===== src/rtl/pbt_defs.svh =====
`ifndef PBT_DEFS_SVH
`define PBT_DEFS_SVH

// register byte offsets
`define PBT_OFF_MEM      8'h00
`define PBT_OFF_PMEM     8'h04
`define PBT_OFF_CTRL     8'h08
`define PBT_OFF_STAT     8'h0c
`define PBT_OFF_ATT      8'h10

// base/limit layout: address bits 31:20 of the range, 1 MB granules
`define PBT_BASE_LSB     4
`define PBT_BASE_MSB     15
`define PBT_LIM_LSB      20
`define PBT_LIM_MSB      31

// control bits
`define PBT_CTL_SERR_EN  0
`define PBT_CTL_DLV_DIS  1
`define PBT_CTL_MA_MODE  2
`define PBT_CTL_VGA_EN   3

// status bits
`define PBT_ST_DLV_FAIL  0
`define PBT_ST_BUSY      1
`define PBT_ST_MW_DOWN   2
`define PBT_ST_CNT_LSB   4
`define PBT_ST_CNT_MSB   7

// reset values
`define PBT_RST_BASE     12'h000
`define PBT_RST_LIMIT    12'h000
`define PBT_RST_CTRL     4'h0

// counts
`define PBT_ATTEMPT_MAX  16777216
`define PBT_WBUF_DWORDS  4'h8

// frame-buffer window
`define PBT_VGA_LO       32'h000a0000
`define PBT_VGA_HI       32'h000bffff

`endif


===== src/rtl/pbt_pkg.sv =====
package pbt_pkg;

	typedef enum logic [2:0] {
		PBT_CMD_MEM_RD,
		PBT_CMD_MEM_RD_LINE,
		PBT_CMD_MEM_RD_MULT,
		PBT_CMD_MEM_WR,
		PBT_CMD_MWI,
		PBT_CMD_IO_RD,
		PBT_CMD_IO_WR,
		PBT_CMD_OTHER
	} pbt_cmd_t;

	typedef enum logic [2:0] {
		PBT_IDLE,
		PBT_WAIT,
		PBT_PREF,
		PBT_POST,
		PBT_DELIV
	} pbt_state_t;

	typedef struct packed {
		logic        valid;
		logic        from_sec;
		logic        dac;
		logic        lock;
		pbt_cmd_t    cmd;
		logic [31:0] addr;
	} pbt_addr_ph_t;

	typedef struct packed {
		logic xfer_busy;
		logic opp_busy;
		logic wbuf_this;
		logic wbuf_opp;
		logic lock_other;
	} pbt_busy_t;

	typedef struct packed {
		logic gnt;
		logic twt_exp;
		logic mlt_exp;
		logic trdy;
		logic retry;
		logic disc;
		logic tabort;
		logic mabort;
		logic att_end;
	} pbt_tgt_t;

	typedef struct packed {
		logic claim;
		logic retry;
		logic disc;
		logic tabort;
		logic pref;
	} pbt_term_t;

	typedef struct packed {
		pbt_state_t  state;
		logic [11:0] mem_base;
		logic [11:0] mem_lim;
		logic [11:0] pmem_base;
		logic [11:0] pmem_lim;
		logic [3:0]  ctl;
		logic        dlv_fail;
		logic        pref;
		logic        mwi;
		logic        line_bnd;
		logic [7:0]  dw_off;
		logic [3:0]  wcnt;
		logic        att_trdy;
		logic        mw_down;
		pbt_term_t   term;
		logic        drop;
		logic        serr_o;
		logic        serr_oe_n;
		logic [31:0] rdata;
	} pbt_top_st_t;

	typedef struct packed {
		logic [23:0] count;
	} pbt_att_st_t;

endpackage


===== src/rtl/pbt_top.sv =====
// Contract
// failed delivery drops data, gated serr
// retry delivery up to attempt limit
// disconnected mwi resumes as memory write
// retry while busy or buffer holds data
// retry when wait timer expires ungranted
// retry lock held by another initiator
// single dword for non-posted, non-prefetched
// disconnect when buffer fills before trdy
// disconnect when refill after latency expiry; posting never looks at mlt_exp, only a full buffer before trdy disconnects
// disconnect posted write at write boundary
// disconnect prefetch read on latency expiry
// disconnect prefetch read at read boundary
// disconnect when burst limit reached
// target abort only for two causes
// forward and ignore are complementary
// non-prefetchable range, inclusive, 1 MB
// prefetchable range, inclusive, 1 MB
// downstream only inside ranges, overlap non-pref
// upstream when outside both ranges
// limit below base disables range
// reset ranges cover first megabyte
// frame buffer window forwards downstream, prefetch
// dual address always upstream only
// decide forwarding at address phase
`timescale 1ns/1ps
`include "pbt_defs.svh"
module pbt_top import pbt_pkg::*; #(
	parameter int unsigned ATTEMPT_MAX = `PBT_ATTEMPT_MAX
) (
	input  wire logic         core_clk,
	input  wire logic         rstn,
	input  wire logic [7:0]   reg_addr,
	input  wire logic [31:0]  reg_wdata,
	input  wire logic         reg_we,
	input  wire logic         reg_re,
	output logic [31:0]       reg_rdata,
	input  wire pbt_addr_ph_t ap,
	input  wire pbt_busy_t    busy,
	input  wire pbt_tgt_t     tgt,
	input  wire logic         init_dv,
	input  wire logic         init_last,
	input  wire logic         burst_lim,
	input  wire logic [7:0]   cache_line_dw,
	output pbt_term_t         term,
	output logic              dlv_mw,
	output logic              drop,
	output logic              serr_o,
	output logic              serr_oe_n
);

	pbt_top_st_t st_reg;
	pbt_top_st_t st_next;
	logic        dec_fwd;
	logic        dec_pref;
	logic        att_inc;
	logic        att_clr;
	logic [23:0] att_count;
	logic        att_last;
	logic [3:0]  wcnt_n;
	logic        posted_ap;
	logic        busy_ret;
	logic        lock_ret;
	logic        drain;

	function automatic logic bnd_hit(input logic [7:0] off, input logic [7:0] cls,
		input logic line);
		logic [7:0] nxt;
		nxt = off + 8'h01;
		if (line) begin
			return (nxt & (cls - 8'h01)) == 8'h00;
		end
		return nxt == 8'h00;
	endfunction

	pbt_mem_decode u_dec (
		.ap        (ap),
		.mem_base  (st_reg.mem_base),
		.mem_lim   (st_reg.mem_lim),
		.pmem_base (st_reg.pmem_base),
		.pmem_lim  (st_reg.pmem_lim),
		.vga_en    (st_reg.ctl[`PBT_CTL_VGA_EN]),
		.fwd       (dec_fwd),
		.pref      (dec_pref)
	);

	pbt_att_cnt #(
		.ATTEMPT_MAX (ATTEMPT_MAX)
	) u_att (
		.core_clk (core_clk),
		.rstn     (rstn),
		.clr      (att_clr),
		.inc      (att_inc),
		.count    (att_count),
		.last     (att_last)
	);

	// a stray target ready on an empty buffer must not wrap the count
	assign drain     = tgt.trdy && (st_reg.state inside {PBT_POST, PBT_DELIV}) &&
		((st_reg.wcnt != 4'h0) || (init_dv && (st_reg.state == PBT_POST)));
	// buffer level after this cycle's fill from initiator and drain to target
	assign wcnt_n    = st_reg.wcnt + {3'h0, init_dv && (st_reg.state == PBT_POST)}
		- {3'h0, drain};
	assign posted_ap = (ap.cmd == PBT_CMD_MEM_WR) || (ap.cmd == PBT_CMD_MWI);
	// posted writes may run against an opposite-direction posting stream
	assign busy_ret  = busy.xfer_busy || busy.wbuf_this ||
		(!posted_ap && (busy.opp_busy || busy.wbuf_opp));
	assign lock_ret  = ap.lock && busy.lock_other;

	always_comb begin
		st_next           = st_reg;
		st_next.term      = '0;
		st_next.drop      = 1'b0;
		st_next.serr_o    = 1'b0;
		st_next.serr_oe_n = 1'b1;
		st_next.rdata     = 32'h00000000;
		att_inc           = 1'b0;
		att_clr           = 1'b0;

		if (reg_we) begin
			case (reg_addr)
				`PBT_OFF_MEM: begin
					st_next.mem_base = reg_wdata[`PBT_BASE_MSB:`PBT_BASE_LSB];
					st_next.mem_lim  = reg_wdata[`PBT_LIM_MSB:`PBT_LIM_LSB];
				end
				`PBT_OFF_PMEM: begin
					st_next.pmem_base = reg_wdata[`PBT_BASE_MSB:`PBT_BASE_LSB];
					st_next.pmem_lim  = reg_wdata[`PBT_LIM_MSB:`PBT_LIM_LSB];
				end
				`PBT_OFF_CTRL: begin
					st_next.ctl = reg_wdata[3:0];
				end
				`PBT_OFF_STAT: begin
					if (reg_wdata[`PBT_ST_DLV_FAIL]) begin
						st_next.dlv_fail = 1'b0;
					end
				end
				default: begin
				end
			endcase
		end
		if (reg_re) begin
			case (reg_addr)
				`PBT_OFF_MEM: begin
					st_next.rdata[`PBT_BASE_MSB:`PBT_BASE_LSB] = st_reg.mem_base;
					st_next.rdata[`PBT_LIM_MSB:`PBT_LIM_LSB]   = st_reg.mem_lim;
				end
				`PBT_OFF_PMEM: begin
					st_next.rdata[`PBT_BASE_MSB:`PBT_BASE_LSB] = st_reg.pmem_base;
					st_next.rdata[`PBT_LIM_MSB:`PBT_LIM_LSB]   = st_reg.pmem_lim;
				end
				`PBT_OFF_CTRL: begin
					st_next.rdata[3:0] = st_reg.ctl;
				end
				`PBT_OFF_STAT: begin
					st_next.rdata[`PBT_ST_DLV_FAIL] = st_reg.dlv_fail;
					st_next.rdata[`PBT_ST_BUSY]     = (st_reg.state != PBT_IDLE);
					st_next.rdata[`PBT_ST_MW_DOWN]  = st_reg.mw_down;
					st_next.rdata[`PBT_ST_CNT_MSB:`PBT_ST_CNT_LSB] = st_reg.wcnt;
				end
				`PBT_OFF_ATT: begin
					st_next.rdata[23:0] = att_count;
				end
				default: begin
				end
			endcase
		end

		case (st_reg.state)
			PBT_IDLE: begin
				// decision taken on the address phase itself, before claiming
				if (ap.valid && dec_fwd) begin
					st_next.term.claim = 1'b1;
					st_next.term.pref  = dec_pref;
					st_next.pref       = dec_pref;
					st_next.mwi        = (ap.cmd == PBT_CMD_MWI);
					st_next.line_bnd   = (ap.cmd == PBT_CMD_MEM_RD);
					st_next.dw_off     = ap.addr[9:2];
					st_next.wcnt       = 4'h0;
					st_next.att_trdy   = 1'b0;
					st_next.mw_down    = 1'b0;
					if (busy_ret || lock_ret) begin
						st_next.term.retry = 1'b1;
					end else if (posted_ap) begin
						st_next.state = PBT_POST;
					end else begin
						st_next.state = PBT_WAIT;
					end
				end
			end
			PBT_WAIT: begin
				if (tgt.twt_exp && !tgt.gnt) begin
					st_next.term.retry = 1'b1;
					st_next.state      = PBT_IDLE;
				end else if (tgt.tabort ||
					(tgt.mabort && st_reg.ctl[`PBT_CTL_MA_MODE])) begin
					st_next.term.tabort = 1'b1;
					st_next.state       = PBT_IDLE;
				end else if (tgt.mabort) begin
					// no target: the single dword completes with all ones
					st_next.term.disc = 1'b1;
					st_next.state     = PBT_IDLE;
				end else if (tgt.retry) begin
					st_next.term.retry = 1'b1;
					st_next.state      = PBT_IDLE;
				end else if (tgt.trdy) begin
					if (st_reg.pref) begin
						st_next.state = PBT_PREF;
					end else begin
						st_next.term.disc = 1'b1;
						st_next.state     = PBT_IDLE;
					end
				end
			end
			PBT_PREF: begin
				if (tgt.tabort) begin
					st_next.term.tabort = 1'b1;
					st_next.state       = PBT_IDLE;
				end else if (init_dv) begin
					st_next.dw_off = st_reg.dw_off + 8'h01;
					if (init_last) begin
						st_next.state = PBT_IDLE;
					end else if (tgt.mlt_exp || tgt.disc || burst_lim ||
						bnd_hit(st_reg.dw_off, cache_line_dw, st_reg.line_bnd)) begin
						st_next.term.disc = 1'b1;
						st_next.state     = PBT_IDLE;
					end
				end
			end
			PBT_POST, PBT_DELIV: begin
				st_next.wcnt = wcnt_n;
				if (drain) begin
					st_next.att_trdy = 1'b1;
				end
				if (st_reg.mwi && tgt.disc) begin
					st_next.mw_down = 1'b1;
				end
				if (tgt.tabort) begin
					// posted data behind a target abort is never retried
					st_next.drop  = 1'b1;
					st_next.wcnt  = 4'h0;
					st_next.state = PBT_IDLE;
					att_clr       = 1'b1;
				end else if (tgt.att_end && (wcnt_n != 4'h0)) begin
					st_next.att_trdy = 1'b0;
					if (att_last) begin
						st_next.drop     = 1'b1;
						st_next.dlv_fail = 1'b1;
						st_next.wcnt     = 4'h0;
						st_next.state    = PBT_IDLE;
						att_clr          = 1'b1;
						if (st_reg.ctl[`PBT_CTL_SERR_EN] && !st_reg.ctl[`PBT_CTL_DLV_DIS]) begin
							st_next.serr_oe_n = 1'b0;
						end
					end else begin
						att_inc = 1'b1;
					end
				end else if ((st_reg.state == PBT_DELIV) && (wcnt_n == 4'h0)) begin
					st_next.state = PBT_IDLE;
					att_clr       = 1'b1;
				end
				if ((st_reg.state == PBT_POST) && init_dv && !tgt.tabort) begin
					st_next.dw_off = st_reg.dw_off + 8'h01;
					if (init_last) begin
						st_next.state = PBT_DELIV;
					end else if (((wcnt_n == `PBT_WBUF_DWORDS) && !st_reg.att_trdy &&
						!tgt.trdy) || burst_lim ||
						bnd_hit(st_reg.dw_off, cache_line_dw, st_reg.mwi)) begin
						st_next.term.disc = 1'b1;
						st_next.state     = PBT_DELIV;
					end
				end
			end
			default: begin
				st_next.state = PBT_IDLE;
			end
		endcase
	end

	always_ff @(posedge core_clk or negedge rstn) begin
		if (!rstn) begin
			st_reg           <= '0;
			st_reg.state     <= PBT_IDLE;
			st_reg.mem_base  <= `PBT_RST_BASE;
			st_reg.mem_lim   <= `PBT_RST_LIMIT;
			st_reg.pmem_base <= `PBT_RST_BASE;
			st_reg.pmem_lim  <= `PBT_RST_LIMIT;
			st_reg.ctl       <= `PBT_RST_CTRL;
			st_reg.serr_oe_n <= 1'b1;
		end else begin
			st_reg <= st_next;
		end
	end

	assign reg_rdata = st_reg.rdata;
	assign term      = st_reg.term;
	assign dlv_mw    = st_reg.mw_down;
	assign drop      = st_reg.drop;
	assign serr_o    = st_reg.serr_o;
	assign serr_oe_n = st_reg.serr_oe_n;

	chk_serr_only_drop: assert property (@(posedge core_clk) disable iff (!rstn)
		!serr_oe_n |-> (drop && st_reg.ctl[`PBT_CTL_SERR_EN] && !st_reg.ctl[`PBT_CTL_DLV_DIS]))
		else $error("serr driven without an enabled delivery failure");

	chk_drop_after_limit: assert property (@(posedge core_clk) disable iff (!rstn)
		drop |-> ($past(att_last) && $past(tgt.att_end)) || $past(tgt.tabort))
		else $error("posted data dropped before the attempt limit");

	chk_busy_retry: assert property (@(posedge core_clk) disable iff (!rstn)
		(st_reg.state == PBT_IDLE && ap.valid && dec_fwd && busy.xfer_busy)
		|=> (term.retry && st_reg.state == PBT_IDLE))
		else $error("busy bridge did not retry");

	chk_wait_retry: assert property (@(posedge core_clk) disable iff (!rstn)
		(st_reg.state == PBT_WAIT && tgt.twt_exp && !tgt.gnt) |=> term.retry ##1 !term.retry)
		else $error("expired wait timer without retry");

	chk_lock_retry: assert property (@(posedge core_clk) disable iff (!rstn)
		(st_reg.state == PBT_IDLE && ap.valid && dec_fwd && ap.lock && busy.lock_other)
		|=> term.retry)
		else $error("foreign lock not retried");

	chk_single_dword: assert property (@(posedge core_clk) disable iff (!rstn)
		(st_reg.state == PBT_WAIT && !st_reg.pref && tgt.trdy && !tgt.retry && !tgt.tabort
		&& !tgt.mabort && !(tgt.twt_exp && !tgt.gnt)) |=> (term.disc && st_reg.state == PBT_IDLE))
		else $error("non-prefetched transfer not limited to one dword");

	chk_full_disc: assert property (@(posedge core_clk) disable iff (!rstn)
		(st_reg.state == PBT_POST && init_dv && !init_last && !tgt.tabort && !tgt.trdy
		&& !st_reg.att_trdy && wcnt_n == `PBT_WBUF_DWORDS) |=> term.disc)
		else $error("full write buffer did not disconnect");

	chk_abort_cause: assert property (@(posedge core_clk) disable iff (!rstn)
		term.tabort |-> ($past(tgt.tabort) ||
		($past(tgt.mabort) && $past(st_reg.ctl[`PBT_CTL_MA_MODE])))
		&& $past(st_reg.state) != PBT_POST && $past(st_reg.state) != PBT_DELIV)
		else $error("target abort without a permitted cause");

	chk_dac_direction: assert property (@(posedge core_clk) disable iff (!rstn)
		(st_reg.state == PBT_IDLE && ap.valid && ap.dac && ap.cmd == PBT_CMD_MEM_RD)
		|=> (term.claim == $past(ap.from_sec)))
		else $error("dual address cycle forwarded the wrong way");

endmodule // pbt_top


===== src/rtl/pbt_mem_decode.sv =====
`timescale 1ns/1ps
`include "pbt_defs.svh"
module pbt_mem_decode import pbt_pkg::*; (
	input  wire pbt_addr_ph_t ap,
	input  wire logic [11:0]  mem_base,
	input  wire logic [11:0]  mem_lim,
	input  wire logic [11:0]  pmem_base,
	input  wire logic [11:0]  pmem_lim,
	input  wire logic         vga_en,
	output logic              fwd,
	output logic              pref
);

	// a limit below its base gives an empty range by itself
	function automatic logic in_rng(input logic [11:0] mb, input logic [11:0] lo,
		input logic [11:0] hi);
		return (lo <= mb) && (mb <= hi);
	endfunction

	logic is_mem;
	logic hit_np;
	logic hit_p;
	logic hit_vga;

	assign is_mem  = (ap.cmd == PBT_CMD_MEM_RD) || (ap.cmd == PBT_CMD_MEM_RD_LINE) ||
		(ap.cmd == PBT_CMD_MEM_RD_MULT) || (ap.cmd == PBT_CMD_MEM_WR) ||
		(ap.cmd == PBT_CMD_MWI);
	assign hit_np  = in_rng(ap.addr[31:20], mem_base, mem_lim);
	assign hit_p   = in_rng(ap.addr[31:20], pmem_base, pmem_lim);
	assign hit_vga = vga_en && (ap.addr >= `PBT_VGA_LO) && (ap.addr <= `PBT_VGA_HI);

	always_comb begin
		fwd  = 1'b0;
		pref = 1'b0;
		if (is_mem) begin
			if (ap.dac) begin
				fwd = ap.from_sec;
			end else if (ap.from_sec) begin
				fwd = !(hit_np || hit_p || hit_vga);
			end else begin
				fwd  = hit_np || hit_p || hit_vga;
				pref = !hit_np && (hit_p || hit_vga);
			end
		end
	end

endmodule // pbt_mem_decode


===== src/rtl/pbt_att_cnt.sv =====
`timescale 1ns/1ps
`include "pbt_defs.svh"
module pbt_att_cnt import pbt_pkg::*; #(
	parameter int unsigned ATTEMPT_MAX = `PBT_ATTEMPT_MAX
) (
	input  wire logic        core_clk,
	input  wire logic        rstn,
	input  wire logic        clr,
	input  wire logic        inc,
	output logic [23:0]      count,
	output logic             last
);

	pbt_att_st_t st_reg;
	pbt_att_st_t st_next;

	always_comb begin
		st_next = st_reg;
		if (clr) begin
			st_next.count = 24'h000000;
		end else if (inc) begin
			st_next.count = st_reg.count + 24'h000001;
		end
	end

	always_ff @(posedge core_clk or negedge rstn) begin
		if (!rstn) begin
			st_reg <= '0;
		end else begin
			st_reg <= st_next;
		end
	end

	assign count = st_reg.count;
	assign last  = (st_reg.count == 24'(ATTEMPT_MAX - 1));

	chk_att_clear_zero: assert property (@(posedge core_clk) disable iff (!rstn)
		clr |=> (count == 24'h000000))
		else $error("attempt count not cleared");

endmodule // pbt_att_cnt


===== config.mk =====
export PLATFORM = sky130hd
export DESIGN_NAME = pbt_top
export DESIGN_NICKNAME = d
export VERILOG_FILES = /design/src/rtl/pbt_pkg.sv /design/src/rtl/pbt_top.sv /design/src/rtl/pbt_mem_decode.sv /design/src/rtl/pbt_att_cnt.sv
export VERILOG_INCLUDE_DIRS = /design/src /design/src/rtl
export SDC_FILE = /design/constraint.sdc
export NUM_CORES = 1
export LEC_CHECK = 0
export ABC_AREA = 1
export BUFFER_PORTS_ARGS = -buffer_cell sky130_fd_sc_hd__clkbuf_2
export CORE_AREA = 2 2 134 136
export DETAILED_ROUTE_END_ITERATION = 10
export DIE_AREA = 0 0 136 138
export HOLD_SLACK_MARGIN = 0.08
export PLACE_DENSITY = 0.84
export SLEW_MARGIN = 20
export SYNTH_ARGS = -nofsm -noshare
export SYNTH_HDL_FRONTEND = slang
export SYNTH_SLANG_ARGS = --single-unit

===== constraint.sdc =====
create_clock -name core_clk -period 4.15 [get_ports core_clk]
set_input_delay 0.2075 -clock core_clk [delete_from_list [all_inputs] [get_ports core_clk]]
set_output_delay 0.2075 -clock core_clk [all_outputs]
set_load 0.02 [all_outputs]

* Word-level counts from Yosys, hierarchy flattened
Index checks and enable logic that the tools add are counted.
W data, S select, Z words.
** Storage, ports and cells
- Register bits :: 136
- Input bits :: 108
- Output and inout bits :: 41
- Logic and storage cells :: 245
** Cells by class
- $add $sub $neg :: 5
- Magnitude comparators :: 6
- Equal/unequal tests :: 23
- Mux-type cells :: 118
- Bitwise gates (word level) :: 1
- Reductions and logical operators :: 69
** Operators with widths (count)
- $mux W1 :: 73
- $mux W3 :: 18
- $le A12 B12 Y1 :: 4
- $mux W24 :: 2
- $pmux W8 S3 :: 2
- $ge A32 B20 Y1 const B :: 1
- $le A32 B20 Y1 const B :: 1
- $mux W32 :: 1
- $add A24 B1 Y24 const B :: 1
- $eq A24 B24 Y1 const B :: 1
- $logic_not A8 Y1 :: 3
- $mux W8 :: 3
- $logic_and A1 B1 Y1 :: 20
- $logic_or A1 B1 Y1 :: 19
- $eq A8 B4 Y1 const B :: 2
- $mux W16 :: 1
- $pmux W4 S4 :: 1
- $pmux W8 S2 :: 1
- $eq A3 B2 Y1 const B :: 4
- $mux W4 :: 3
- $ne A2 B2 Y1 const B :: 6
- $pmux W3 S4 :: 1
- $pmux W4 S3 :: 1
- $pmux W6 S2 :: 1
- other kinds (28) :: 52

* Logic depth before layout (Yosys ltp)
Gate-level depths: netlist of run 1.
- Depth after elaboration :: 16
- Mapped depth :: 24
- Gate-level depth less buffers :: 24

* Hierarchy
From an unflattened synthesis of run 1, not the netlist that was laid out.
** Unflattened totals
- Cell total of the unflattened synthesis :: 1195
- Area total of the unflattened synthesis :: 8866.0 um^2
** Modules (own cells, without submodules)
- pbt_top :: instances 1, cells an instance 751, area each 5984.5 um^2, seq. area each 2803.9 um^2
- pbt_att_cnt :: instances 1, cells an instance 209, area each 1485.2 um^2, seq. area each 600.6 um^2
- pbt_mem_decode :: instances 1, cells an instance 235, area each 1396.3 um^2, seq. area each 0.0 um^2

* Worst setup path before layout of run 1
No wires, ideal clock.
- Path type :: flip-flop to flip-flop
- Start :: register st_reg[112] (netlist bit)
- End :: register u_att.st_reg (netlist bit u_att.count[7])
- Setup time :: 0.118 ns
- Data arrival time :: 3.024 ns
- Data required time :: 4.032 ns
- Setup slack :: 1.008 ns
- Cell stages (with the launch flop) :: 21
- Buffers on the path :: 0
- Clock period less this slack :: 3.142 ns
- Cell sequence :: dfrtp_1 > inv_1 > nor2_1 > nor2_1 > inv_1 > nand3_1 > inv_1 > ha_1 > inv_1 > ha_1 > inv_1 > fa_1 > xnor2_1 > nor2_4 > nand2_4 > nand4_4 > nor2_4 > nand2_2 > nor2_2 > xor2_1 > nor2_1
** On the way
- Word-level cells in the longest chain between the ends :: 12
- Elaborated cells on any way between the ends :: 23
** Ends and longest elaborated chain
- start: declaration :: RTL line pbt_top.sv:52 : pbt_top_st_t st_reg;
- start signal: assignment :: RTL line pbt_top.sv:291 : st_reg <= st_next;
- branches (longest 12 deep; another with $add A4 B1 Y4)
- end signal: assignment :: RTL line pbt_att_cnt.sv:30 : st_reg <= st_next;
- end: declaration :: RTL line pbt_att_cnt.sv:14 : pbt_att_st_t st_reg;
Several ways; the timed one is not identified.
A chain may end at the register's enable or synchronous reset.

* Worst setup path after layout of run 1
- Start :: register st_reg[112] (netlist bit)
- End :: register u_att.st_reg (netlist bit u_att.count[16])
The elaborated chain is that of the path after synthesis.

==> results.tsv, run 1 <==
stage	metric	value	unit
sta	worst-slew-pin-transition	942	ps
sta	finalCriticalPeriod	3640	ps
sta	fin_worst_skew	7.37	ps
hold_path	min_path_type	in2reg	
worst_setup_path	required	4500	ps
floorplanning	die_area	0.0188	mm2
worst_setup_path	r2r_cells	21	
worst_setup_path	crit_path_end	u_att.count[16]	
finish	final_common_cell	nand2_1	
clocking	root_buffer	clkbuf_16	
synth	syn_avg_cell_area	7.53	um2
finish	finalInstanceArea	0.0105	mm2
floorplanning	die_y	138	um
placement	hpwl	17200	um
detailed_routing	routedWlPerCell	14.8	um
floorplanning	pin_count	149	
grt	grt_overflow	0	
placement	gp_congestion	0.908	
worst_setup_path	worstReg2RegEnd	u_att.count[16]	
worst_setup_path	crit_slowest_cell	dfrtp_1	
power_and_ir_drop	p_leak	5.63	nW
synth	async_flop_share	1.00	
synth	yosysWarnings	0	
hold_path	worstHoldStart	tgt[5]	
sta	rsz0062_at_grt	false	
finish	drive_above_1_share	0.177	
clocking	postCtsSetupBuffers	0	
sta	setup_viol	0	
placement	dpl_cell_area	0.00964	mm2
synth	synth_edf_count	0	
floorplanning	num_rows	49	
finish	nets	1498	
finish	final_cell_mix	nand2_1 (308), inv_1 (204), dfrtp_1 (135)	
power_and_ir_drop	totalPowerFinal	3.44	mW
worst_setup_path	critical-path-max-stage-delay	450	ps
grt	grt_max_degree	99	
synth	syn_nets	1372	
finish	largest_register_ffs	72	
grt	grt_pass1_wl	39000	um
worst_setup_path	crit_fanout	12	
detailed_routing	ant_nets	0	
placement	io_buffers	134	
job	cap_viol_max_count	0	
worst_setup_path	cp-startpoint	st_reg[112]	
worst_setup_path	critPathKind	reg2reg	
clocking	clock_path_buffers	2	
power_and_ir_drop	vdd_drop_max	0.316	mV
sta	drv_slew	0	
synth	synth_area	0.00909	mm2
synth	ys_ff_latch	136	
synth	yosysSeqAreaShare	0.374	
finish	fin_cells	1575	
detailed_routing	via_per_inst	5.25	
worst_setup_path	reg2reg_from	st_reg[112]	
clocking	cts_buffers	17	
placement	place_inst	1510	
grt	grt_usage	0.261	
detailed_routing	firstDrtPassIters	5	
sta	hold_viol	0	
synth	synth_cell_types	55	
synth	synth-main-ff-cell	dfrtp_1	
detailed_routing	drtIter0Drc	563	
detailed_routing	drt_wl_total	23300	um
clocking	cts_hold_buffers	33	
clocking	cts_tree	yes	
finish	diodes	0	
clocking	cts.repair.resized	0	
worst_setup_path	ff2ff_setup_slack	510	ps
clocking	clock_latency	430	ps
detailed_routing	drc_errors	0	
clocking	cts.clk_slew.worst_paths	60	ps
worst_setup_path	cp.arrival	3990	ps
sta	fmax	0.275	GHz
floorplanning	core_area	0.0175	mm2
detailed_routing	vias	8265	
floorplanning	initial_core_util	0.518	
finish	syn_to_final_growth	15.8	%
synth	synth_cells	1207	
worst_setup_path	crit_chain	nor3_2 > inv_1 > nor2_1 > inv_1 > nand4_1 > nand3_1 > inv_1 > ha_1 > inv_1 > ha_1 > inv_1 > fa_1 > xnor2_1 > nor2_4 > nand2_4 > nand4_4 > inv_2 > nand2_1 > nor2_1 > a21oi_1 > nor3_2	
sta	setup_tns	0	ps
grt	antenna_found_initial	0	
sta	post-route-period-util	0.876	
status	status	finished clean	
clocking	cts.sinks	136	
sta	holdWs	109	ps
worst_setup_path	cp-end-kind	register	
grt	grt_pass1_vias	8104	
floorplanning	die_w	136	um
worst_setup_path	crit_top_cell	inv_1	
clocking	cts.htree.levels	4	
power_and_ir_drop	power-per-cell-area	326	mW/mm2
sta	slew_headroom	0.370	
worst_setup_path	start_kind	register	
[how the worst min path moves through the flow]
stage,endpoint,slack [ps],cells past startpoint
6_report,st_reg[110],110,4
4_1_cts,st_reg[110],90,4
5_1_grt,st_reg[110],120,4
3_5_place_dp,reg_rdata[20],380,1
3_3_place_gp,reg_rdata[20],380,1
2_1_floorplan,dlv_mw,-90,0
[routing by layer]
metal | vias up | GRT usage | routed length, um
li1 | 4085 | - | -
met1 | 3837 | 0.344 | 9920
met2 | 287 | 0.418 | 11300
met5 | - | 0 | 0
met3 | 56 | 0.0451 | 1190
met4 | 0 | 0.123 | 917
[cells in the mapped netlist, types with 6 or more instances]
master    count  area [um2]
a21oi_1      42         210
o21ai_0      38         190
ha_1         56         701
nor2_2        8        50.1
nand2_4       6        67.6
inv_2         8        30.0
o21ai_1      30         150
nand2_1     308        1160
dfrtp_1     135        3380
nor2_1       91         342
nand4_1      35         219
o21ai_2      14         123
xor2_1       13         114
o211ai_1      8        60.1
buf_2         8        40.0
buf_6         6        67.6
nand3_1      51         255
o22ai_1       8        50.1
nor3_1       18        90.1
buf_4        40         300
clkbuf_1     10        37.5
inv_1       204         766
[power by group]
| part | switching [mW] | internal, mW |
|---|---|---|
| logic | 0.326 | 0.196 |
| clock network | 0.665 | 0.789 |
| registers | 0.0684 | 1.39 |
[worst max-delay path, delay by kind of cell, from the launching register on]
family	cells	cell delay, ps
AND/OR/NAND/NOR	10	1260
flip-flops	1	450
adder cells (fa/ha/maj)	3	750
XOR/XNOR	1	380
buffers and inverters	6	620
AO/OA/AOI/OAI	1	110
[area by class of cell]
| cell class | instances | area (um2) |
|---|---|---|
| Clock inverter | 15 | 135 |
| Fill cell | 1559 | 7000 |
| Clock buffer | 17 | 425 |
| Inverter | 214 | 803 |
| Sequential cell | 136 | 3400 |
| Multi-Input combinational cell | 793 | 4440 |
| Tap cell | 229 | 287 |
| Timing Repair Buffer | 171 | 1040 |
[kinds of logic (layout without fill, tap and decap cells)]
family          count (synthesis)  in the layout  synth area share
other cells                     1              1          0.000412
simple gates                  556            556             0.283
buf+inv                       278            417             0.137
flops                         136            136             0.374
compound gates                161            161             0.107
xor+xnor                       15             15            0.0153
mux                             3              3           0.00372
fa+ha+maj                      57             57            0.0793
[per-stage QoR]
step | worst slack (ps) | utilization
6_report | 513 | 0.601
4_1_cts | 560 | 0.601
5_1_grt | 206 | 0.601
3_3_place_gp | 761 | 0.550
2_1_floorplan | 1010 | -
3_5_place_dp | 659 | 0.550
No activity file was read; power rests on OpenSTA's default activity.
==> run 2: changes to the inputs <==
--- a/config.mk
+++ b/config.mk
@@ -8,11 +8,13 @@
 export LEC_CHECK = 0
 export ABC_AREA = 1
 export BUFFER_PORTS_ARGS = -buffer_cell sky130_fd_sc_hd__clkbuf_2
-export CORE_AREA = 2 2 134 136
+export CELL_PAD_IN_SITES_DETAIL_PLACEMENT = 1
+export CELL_PAD_IN_SITES_GLOBAL_PLACEMENT = 1
+export CORE_AREA = 2 2 151 153
 export DETAILED_ROUTE_END_ITERATION = 10
-export DIE_AREA = 0 0 136 138
+export DIE_AREA = 0 0 153 155
 export HOLD_SLACK_MARGIN = 0.08
-export PLACE_DENSITY = 0.84
+export PLACE_DENSITY = 0.89
 export SLEW_MARGIN = 20
 export SYNTH_ARGS = -nofsm -noshare
 export SYNTH_HDL_FRONTEND = slang
==> run 2 against run 1 <==
  * Clock skew is 2.8 ps higher
  * Hold slack got worse by 29 ps
  * Sequential share of layout area down 0.25 points
  * Largest cell class unchanged
  * Critical path type unchanged
  * Flip-flop and latch count did not move
  * Utilization fell by 12 points
  * Register-to-register slack worse by 20 ps
==> results.tsv, run 2 (synthesized netlist as in run 1, its figures left out) <==
stage	metric	value	unit
clocking	clock_latency	440	ps
finish	fin_cells	1627	
floorplanning	pin_count	149	
worst_setup_path	required	4510	ps
power_and_ir_drop	p_comb_frac	0.154	
clocking	cts_tree	yes	
detailed_routing	ant_nets	0	
finish	final_common_cell	nand2_1	
power_and_ir_drop	pwr-share-seq	0.410	
clocking	clock_path_buffers	2	
grt	antenna_found_initial	0	
worst_setup_path	critical-path-max-stage-delay	410	ps
detailed_routing	via_per_inst	5.29	
clocking	root_buffer	clkbuf_16	
power_and_ir_drop	power-per-cell-area	337	mW/mm2
detailed_routing	drc_errors	0	
sta	drv_slew	0	
detailed_routing	firstDrtPassIters	5	
clocking	cts.sinks	136	
worst_setup_path	critPathTopFamily	simple AND/OR/NAND/NOR gates	
worst_setup_path	path_buf_inv	6	
clocking	cts.clk_slew.worst_paths	60	ps
clocking	cts.repair.resized	0	
floorplanning	die_y	155	um
worst_setup_path	cp-end-kind	register	
floorplanning	initial_core_util	0.409	
placement	gp_congestion	0.918	
power_and_ir_drop	totalPowerFinal	3.58	mW
power_and_ir_drop	vdd_drop_max	0.278	mV
sta	hold_viol	0	
grt	grt_pass1_vias	9174	
worst_setup_path	cp.arrival	4020	ps
floorplanning	die_area	0.0237	mm2
grt	globalRouteMet3Util	0.0407	
sta	post-route-period-util	0.882	
sta	slew_headroom	0.330	
power_and_ir_drop	p_leak	5.64	nW
worst_setup_path	crit_top_cell	inv_1	
sta	fmax	0.273	GHz
power_and_ir_drop	internal_power	2.51	mW
grt	global_route.usage.met1	0.308	
floorplanning	num_rows	55	
power_and_ir_drop	switching_power	1.07	mW
detailed_routing	vias	8603	
floorplanning	die_w	153	um
placement	hpwl	20600	um
worst_setup_path	start_kind	register	
finish	nets	1494	
finish	syn_to_final_growth	16.7	%
sta	setup_tns	0	ps
worst_setup_path	crit_slowest_cell	dfrtp_1	
floorplanning	core_area	0.0222	mm2
worst_setup_path	crit_fanout	12	
worst_setup_path	crit_chain	nor2_1 > inv_1 > nor2_1 > nor2_1 > inv_1 > nand3_1 > inv_1 > ha_1 > inv_1 > ha_1 > inv_1 > fa_1 > xnor2_1 > nor2_4 > nand2_4 > nand4_4 > inv_2 > nand2_1 > nor2_1 > a21oi_1 > nor3_2	
sta	finalCriticalPeriod	3660	ps
power_and_ir_drop	pwr-share-clk	0.436	
finish	largest_register_ffs	72	
detailed_routing	routedWlPerCell	17.6	um
grt	grt_pass1_wl	46700	um
worst_setup_path	critPathKind	reg2reg	
clocking	cts.htree.levels	4	
finish	final_cell_mix	nand2_1 (308), inv_1 (204), dfrtp_1 (135)	
sta	fin_worst_skew	10.1	ps
job	cap_viol_max_count	0	
sta	setup_viol	0	
grt	grt_overflow	0	
grt	grt_max_degree	108	
grt	grt_use_met2	0.424	
sta	rsz0062_at_grt	false	
hold_path	min_path_type	in2reg	
detailed_routing	drtIter0Drc	419	
finish	drive_above_1_share	0.179	
power_and_ir_drop	switching_share	0.298	
finish	diodes	0	
placement	place_inst	1567	
clocking	cts_buffers	17	
grt	grt_usage	0.247	
placement	io_buffers	134	
grt	busiest_layer	met2	
status	status	finished clean	
worst_setup_path	ff2ff_setup_slack	490	ps
sta	worst-slew-pin-transition	1000	ps
detailed_routing	drt_wl_total	28700	um
==> run 2: cell types whose count changed in the layout (fill, tap and decap cells not counted), sizes merged <==
cell,before,now
inv,221,214
dlygate4sd3,33,27
clkinv,5,8
buf,5,7
bufinv,0,2
clkbuf,150,152
==> run 2: worst register-to-register path, stage by stage, from the launching register on <==
cell and delay, ps:
dfrtp_1 410, nor2_1 100, inv_1 70, nor2_1 160, nor2_1 90, inv_1 150, nand3_1 110, inv_1 80
ha_1 220, inv_1 50, ha_1 160, inv_1 70, fa_1 370, xnor2_1 390, nor2_4 90, nand2_4 110
nand4_4 180, inv_2 270, nand2_1 120, nor2_1 180, a21oi_1 110, nor3_2 100
==> run 2: per-stage QoR <==
stage | worst slack [ps] | hold WS (ps) | instance area (um2) | util
floorplan | 1010 | -88.1 | 9090 | -
CTS | 491 | 82.5 | 10600 | 0.476
global route | 188 | 111 | 10600 | 0.477
detailed placement | 527 | 432 | 9720 | 0.437
finish | 490 | 80.2 | 10600 | 0.477
global placement | 719 | 419 | 9720 | 0.437
==> run 2: timing repair <==
item | 4_1_cts | 5_1_grt
hold buffers | 27 | 0
hold endpoints to repair | 150 | 0
buffers inserted | 0 | 0
==> run 2: worst paths after layout <==
path                              from              end  cells after the start
max                        st_reg[110]  u_att.count[16]                     21
min                             ap[33]       st_reg[54]                      4
max reg2reg                st_reg[110]  u_att.count[16]                     21
min reg2reg                 st_reg[63]       st_reg[63]                      2
max in group asynchronous         rstn        serr_oe_n                      3
min in group asynchronous         rstn    reg_rdata[23]                      2
==> run 2: final cells by class <==
class / instances / area (um2)
fillers: 2815 / 11600
multi-input cells: 793 / 4440
flip-flops and latches: 136 / 3400
repair buffers: 167 / 1010
inverters: 214 / 803
clock buffers: 19 / 453
well taps: 285 / 357
clock inverters: 13 / 145
==> run 2: power by group through the flow <==
stage	registers, mW	clock network [mW]	logic (mW)
final	1.47	1.56	0.551
after global routing	1.47	1.64	0.621
after CTS	1.46	1.57	0.547
after detailed placement	1.49	0	0.515
after global placement	1.48	0	0.488
after floorplan	1.46	0	0.333
==> run 2: layer usage <==
layer  wire, um  vias up
met5          0        -
met4        956        0
met3       1360       69
met2      14200      249
met1      12200     4219
li1           -     4066
==> run 3: changes to the inputs <==
--- a/config.mk
+++ b/config.mk
@@ -6,13 +6,12 @@
 export SDC_FILE = /design/constraint.sdc
 export NUM_CORES = 1
 export LEC_CHECK = 0
-export ABC_AREA = 1
 export BUFFER_PORTS_ARGS = -buffer_cell sky130_fd_sc_hd__clkbuf_2
 export CELL_PAD_IN_SITES_DETAIL_PLACEMENT = 1
 export CELL_PAD_IN_SITES_GLOBAL_PLACEMENT = 1
-export CORE_AREA = 2 2 151 153
+export CORE_AREA = 2 2 141 143
 export DETAILED_ROUTE_END_ITERATION = 10
-export DIE_AREA = 0 0 153 155
+export DIE_AREA = 0 0 143 145
 export HOLD_SLACK_MARGIN = 0.08
 export PLACE_DENSITY = 0.89
 export SLEW_MARGIN = 20
==> run 3 against run 2 <==
  * The run now ends with setup timing left
  * Synthesized cell count fell by 29%
  * Wire length fell by 4.0%
  * Hold slack improved by 7.8 ps
  * Critical path type unchanged
  * Clock skew rose by 2.5 ps
  * Worst setup slack got worse by 570 ps
  * Largest power group unchanged
==> results.tsv, run 3 <==
stage	metric	value	unit
status	status	finished with violations	
status	violations	setup timing	
finish	multiInputGateArea	0.00424	mm2
synth	synth-compound-area-share	0.137	
synth	syn_nets	1021	
clocking	cts_tree	yes	
clocking	clock_latency	440	ps
finish	largest_register_ffs	72	
finish	drive_above_1_share	0.247	
power_and_ir_drop	internal_power	2.78	mW
synth	ys_ff_latch	136	
finish	utilization	0.518	
power_and_ir_drop	vdd_drop_max	0.292	mV
grt	grt_pass1_vias	7959	
synth	netlist_top_cells_area	dfrtp_1 (41%), ha_1 (8.6%), mux2_2 (4.4%)	
sta	post-route-period-util	1.02	
sta	setup_slack	-83.7	ps
power_and_ir_drop	power-per-cell-area	397	mW/mm2
floorplanning	die_y	145	um
synth	yosys.area_share.adder	0.0884	
detailed_routing	via_per_inst	5.82	
clocking	cts.htree.levels	4	
power_and_ir_drop	switching_share	0.297	
grt	grt_overflow	0	
grt	grt_pass1_wl	43000	um
detailed_routing	drc_errors	0	
hold_path	min_path_type	in2reg	
synth	netlist.top_cell.by_area	dfrtp_1	
floorplanning	num_rows	51	
synth	synth_area	0.00815	mm2
power_and_ir_drop	switching_power	1.17	mW
detailed_routing	vias	7411	
clocking	cts.sinks	136	
sta	setup_viol	16	
synth	synth-xor-area-share	0.0355	
finish	final_cell_mix	dfrtp_1 (135), clkbuf_2 (133), nand2_1 (83)	
floorplanning	die_w	143	um
floorplanning	die_area	0.0207	mm2
sta	finalCriticalPeriod	4230	ps
worst_setup_path	critPathKind	reg2reg	
power_and_ir_drop	p_comb_frac	0.186	
worst_setup_path	start_kind	register	
worst_setup_path	crit_slowest_cell	fa_1	
synth	async_flop_share	1.00	
synth	synth-simple-area-share	0.176	
worst_setup_path	crit_chain	inv_1 > ha_1 > nor3b_1 > o21ai_0 > and2_1 > ha_1 > inv_1 > ha_1 > inv_1 > fa_1 > xnor2_2 > or3_4 > o21ai_4 > buf_4 > nor4_4 > nor2b_1 > buf_4 > nand3_1 > xor2_1 > nor2_1	
sta	setup_tns	-632	ps
sta	hold_viol	0	
detailed_routing	drt_wl_total	27500	um
sta	slew_headroom	0.389	
synth	yosysMostFrequentCell	dfrtp_1	
grt	grt_max_degree	75	
grt	antenna_found_initial	2	
job	cap_viol_max_count	0	
floorplanning	core_area	0.0192	mm2
synth	synth_cells	856	
power_and_ir_drop	p_leak	4.89	nW
synth	synth_cell_types	72	
worst_setup_path	required	4470	ps
floorplanning	pin_count	149	
worst_setup_path	crit_fanout	6	
clocking	cts_buffers	17	
worst_setup_path	cp.arrival	4550	ps
synth	syn_avg_cell_area	9.52	um2
clocking	root_buffer	clkbuf_16	
finish	nets	1159	
synth	synth-main-ff-cell	dfrtp_1	
detailed_routing	routedWlPerCell	21.6	um
finish	final_common_cell	dfrtp_1	
finish	ff_latch_area	0.00340	mm2
placement	hpwl	18100	um
power_and_ir_drop	pwr-share-seq	0.390	
synth	synthMuxAreaShare	0.0712	
sta	fmax	0.236	GHz
sta	drv_slew	0	
sta	worst-slew-pin-transition	917	ps
power_and_ir_drop	pwr-share-clk	0.425	
synth	yosysWarnings	0	
detailed_routing	drtIter0Drc	544	
synth	synth_top_family_by_area	simple AND/OR/NAND/NOR gates	
finish	fillers	2164	
grt	grt_usage	0.268	
synth	netlist_top_cells_count	dfrtp_1 (135), nand2_1 (83), nor2_1 (60)	
placement	io_buffers	134	
placement	gp_congestion	0.850	
clocking	clock_path_buffers	2	
clocking	cts.clk_slew.worst_paths	60	ps
finish	syn_to_final_growth	22.1	%
detailed_routing	firstDrtPassIters	4	
detailed_routing	ant_nets	0	
worst_setup_path	cp-end-kind	register	
sta	fin_worst_skew	12.7	ps
floorplanning	initial_core_util	0.424	
synth	synth_edf_count	0	
synth	yosysSeqAreaShare	0.418	
worst_setup_path	critical-path-max-stage-delay	420	ps
synth	yosys.area.top_type_share	0.414	
## run 3: changes by cell type in the layout (fill, tap and decap cells not counted), moves of 14 or more
cell / before / now
and2_1: 3 / 20
buf_4: 5 / 21
inv_1: 204 / 53
mux2_2: 3 / 32
mux2i_1: 0 / 22
nand2_1: 308 / 83
nand3_1: 51 / 15
nand4_1: 35 / 21
nor2_1: 91 / 56
o21ai_0: 38 / 59
o21ai_1: 30 / 0
## run 3: what timing repair did
action / 4_1_cts / 5_1_grt
pin swaps: 0 / 3
hold endpoints to repair: 122 / 0
setup endpoints to repair: 24 / 26
setup buffers: 0 / 3
gates resized for setup: 2 / 14
hold buffers: 29 / 0
## run 3: logic make-up after synthesis
kind of cell / count (synthesis)
other cells: 1
fa+ha+maj: 57
xor+xnor: 33
buf+inv: 119
compound gates: 174
flops: 136
mux: 54
simple gates: 282
## run 3: worst max-delay path, delay by kind of cell, from the launching register on
kind	cells	cell delay (ps)
and+or+nand+nor	7	1440
adders and majority gates	4	1040
buffers and inverters	5	590
DFF	1	400
xor gates and xnor gates	2	360
AOI/OAI and AO/OA	2	280
## run 3: stage by stage
stage,hold WS [ps],setup WS [ps],cell area (um2),power [mW],instances
floorplan,-88.1,34.6,8160,1.95,856
global placement,263,334,8920,2.16,1208
detailed placement,273,43.3,8920,2.21,1208
CTS,80.4,15.2,9860,3.92,1269
global route,94.0,-228,9950,4.09,1274
finish,88.0,-83.7,9950,3.95,1274
## run 3: layout make-up
type	instances	area share
Sequential cell	136	0.342
Antenna cell	2	0.000503
Timing Repair Buffer	185	0.114
Clock inverter	11	0.0170
Multi-Input combinational cell	601	0.426
Clock buffer	21	0.0473
Tap cell	265	0.0333
Inverter	53	0.0200
## run 3: power groups by stage
stage	logic (mW)	registers (mW)	clock network, mW
after floorplan	0.432	1.52	0
after global routing	0.795	1.55	1.74
after global placement	0.620	1.54	0
after CTS	0.704	1.53	1.68
after detailed placement	0.657	1.55	0
final	0.735	1.54	1.68
## run 3: final timing paths
path	startpoint	end	slack (ps)	cells past startpoint
max in group asynchronous	rstn	serr_oe_n	2840	3
worst max register to register	st_reg[44]	u_att.count[8]	-80	20
worst min-delay path	reg_wdata[6]	st_reg[76]	90	2
min in group asynchronous	rstn	st_reg[67]	350	2
worst max-delay path	st_reg[44]	u_att.count[8]	-80	20
worst min register to register	st_reg[58]	serr_oe_n	530	1
## run 3: layer usage
metal / GRT usage / share of wire / vias up / wire, um
met3: 0.0498 / 0.046 / 84 / 1280
met1: 0.324 / 0.41 / 3749 / 11300
met2: 0.458 / 0.51 / 297 / 13900
li1: - / - / 3281 / -
met5: 0 / 0 / - / 0
met4: 0.121 / 0.038 / 0 / 1040
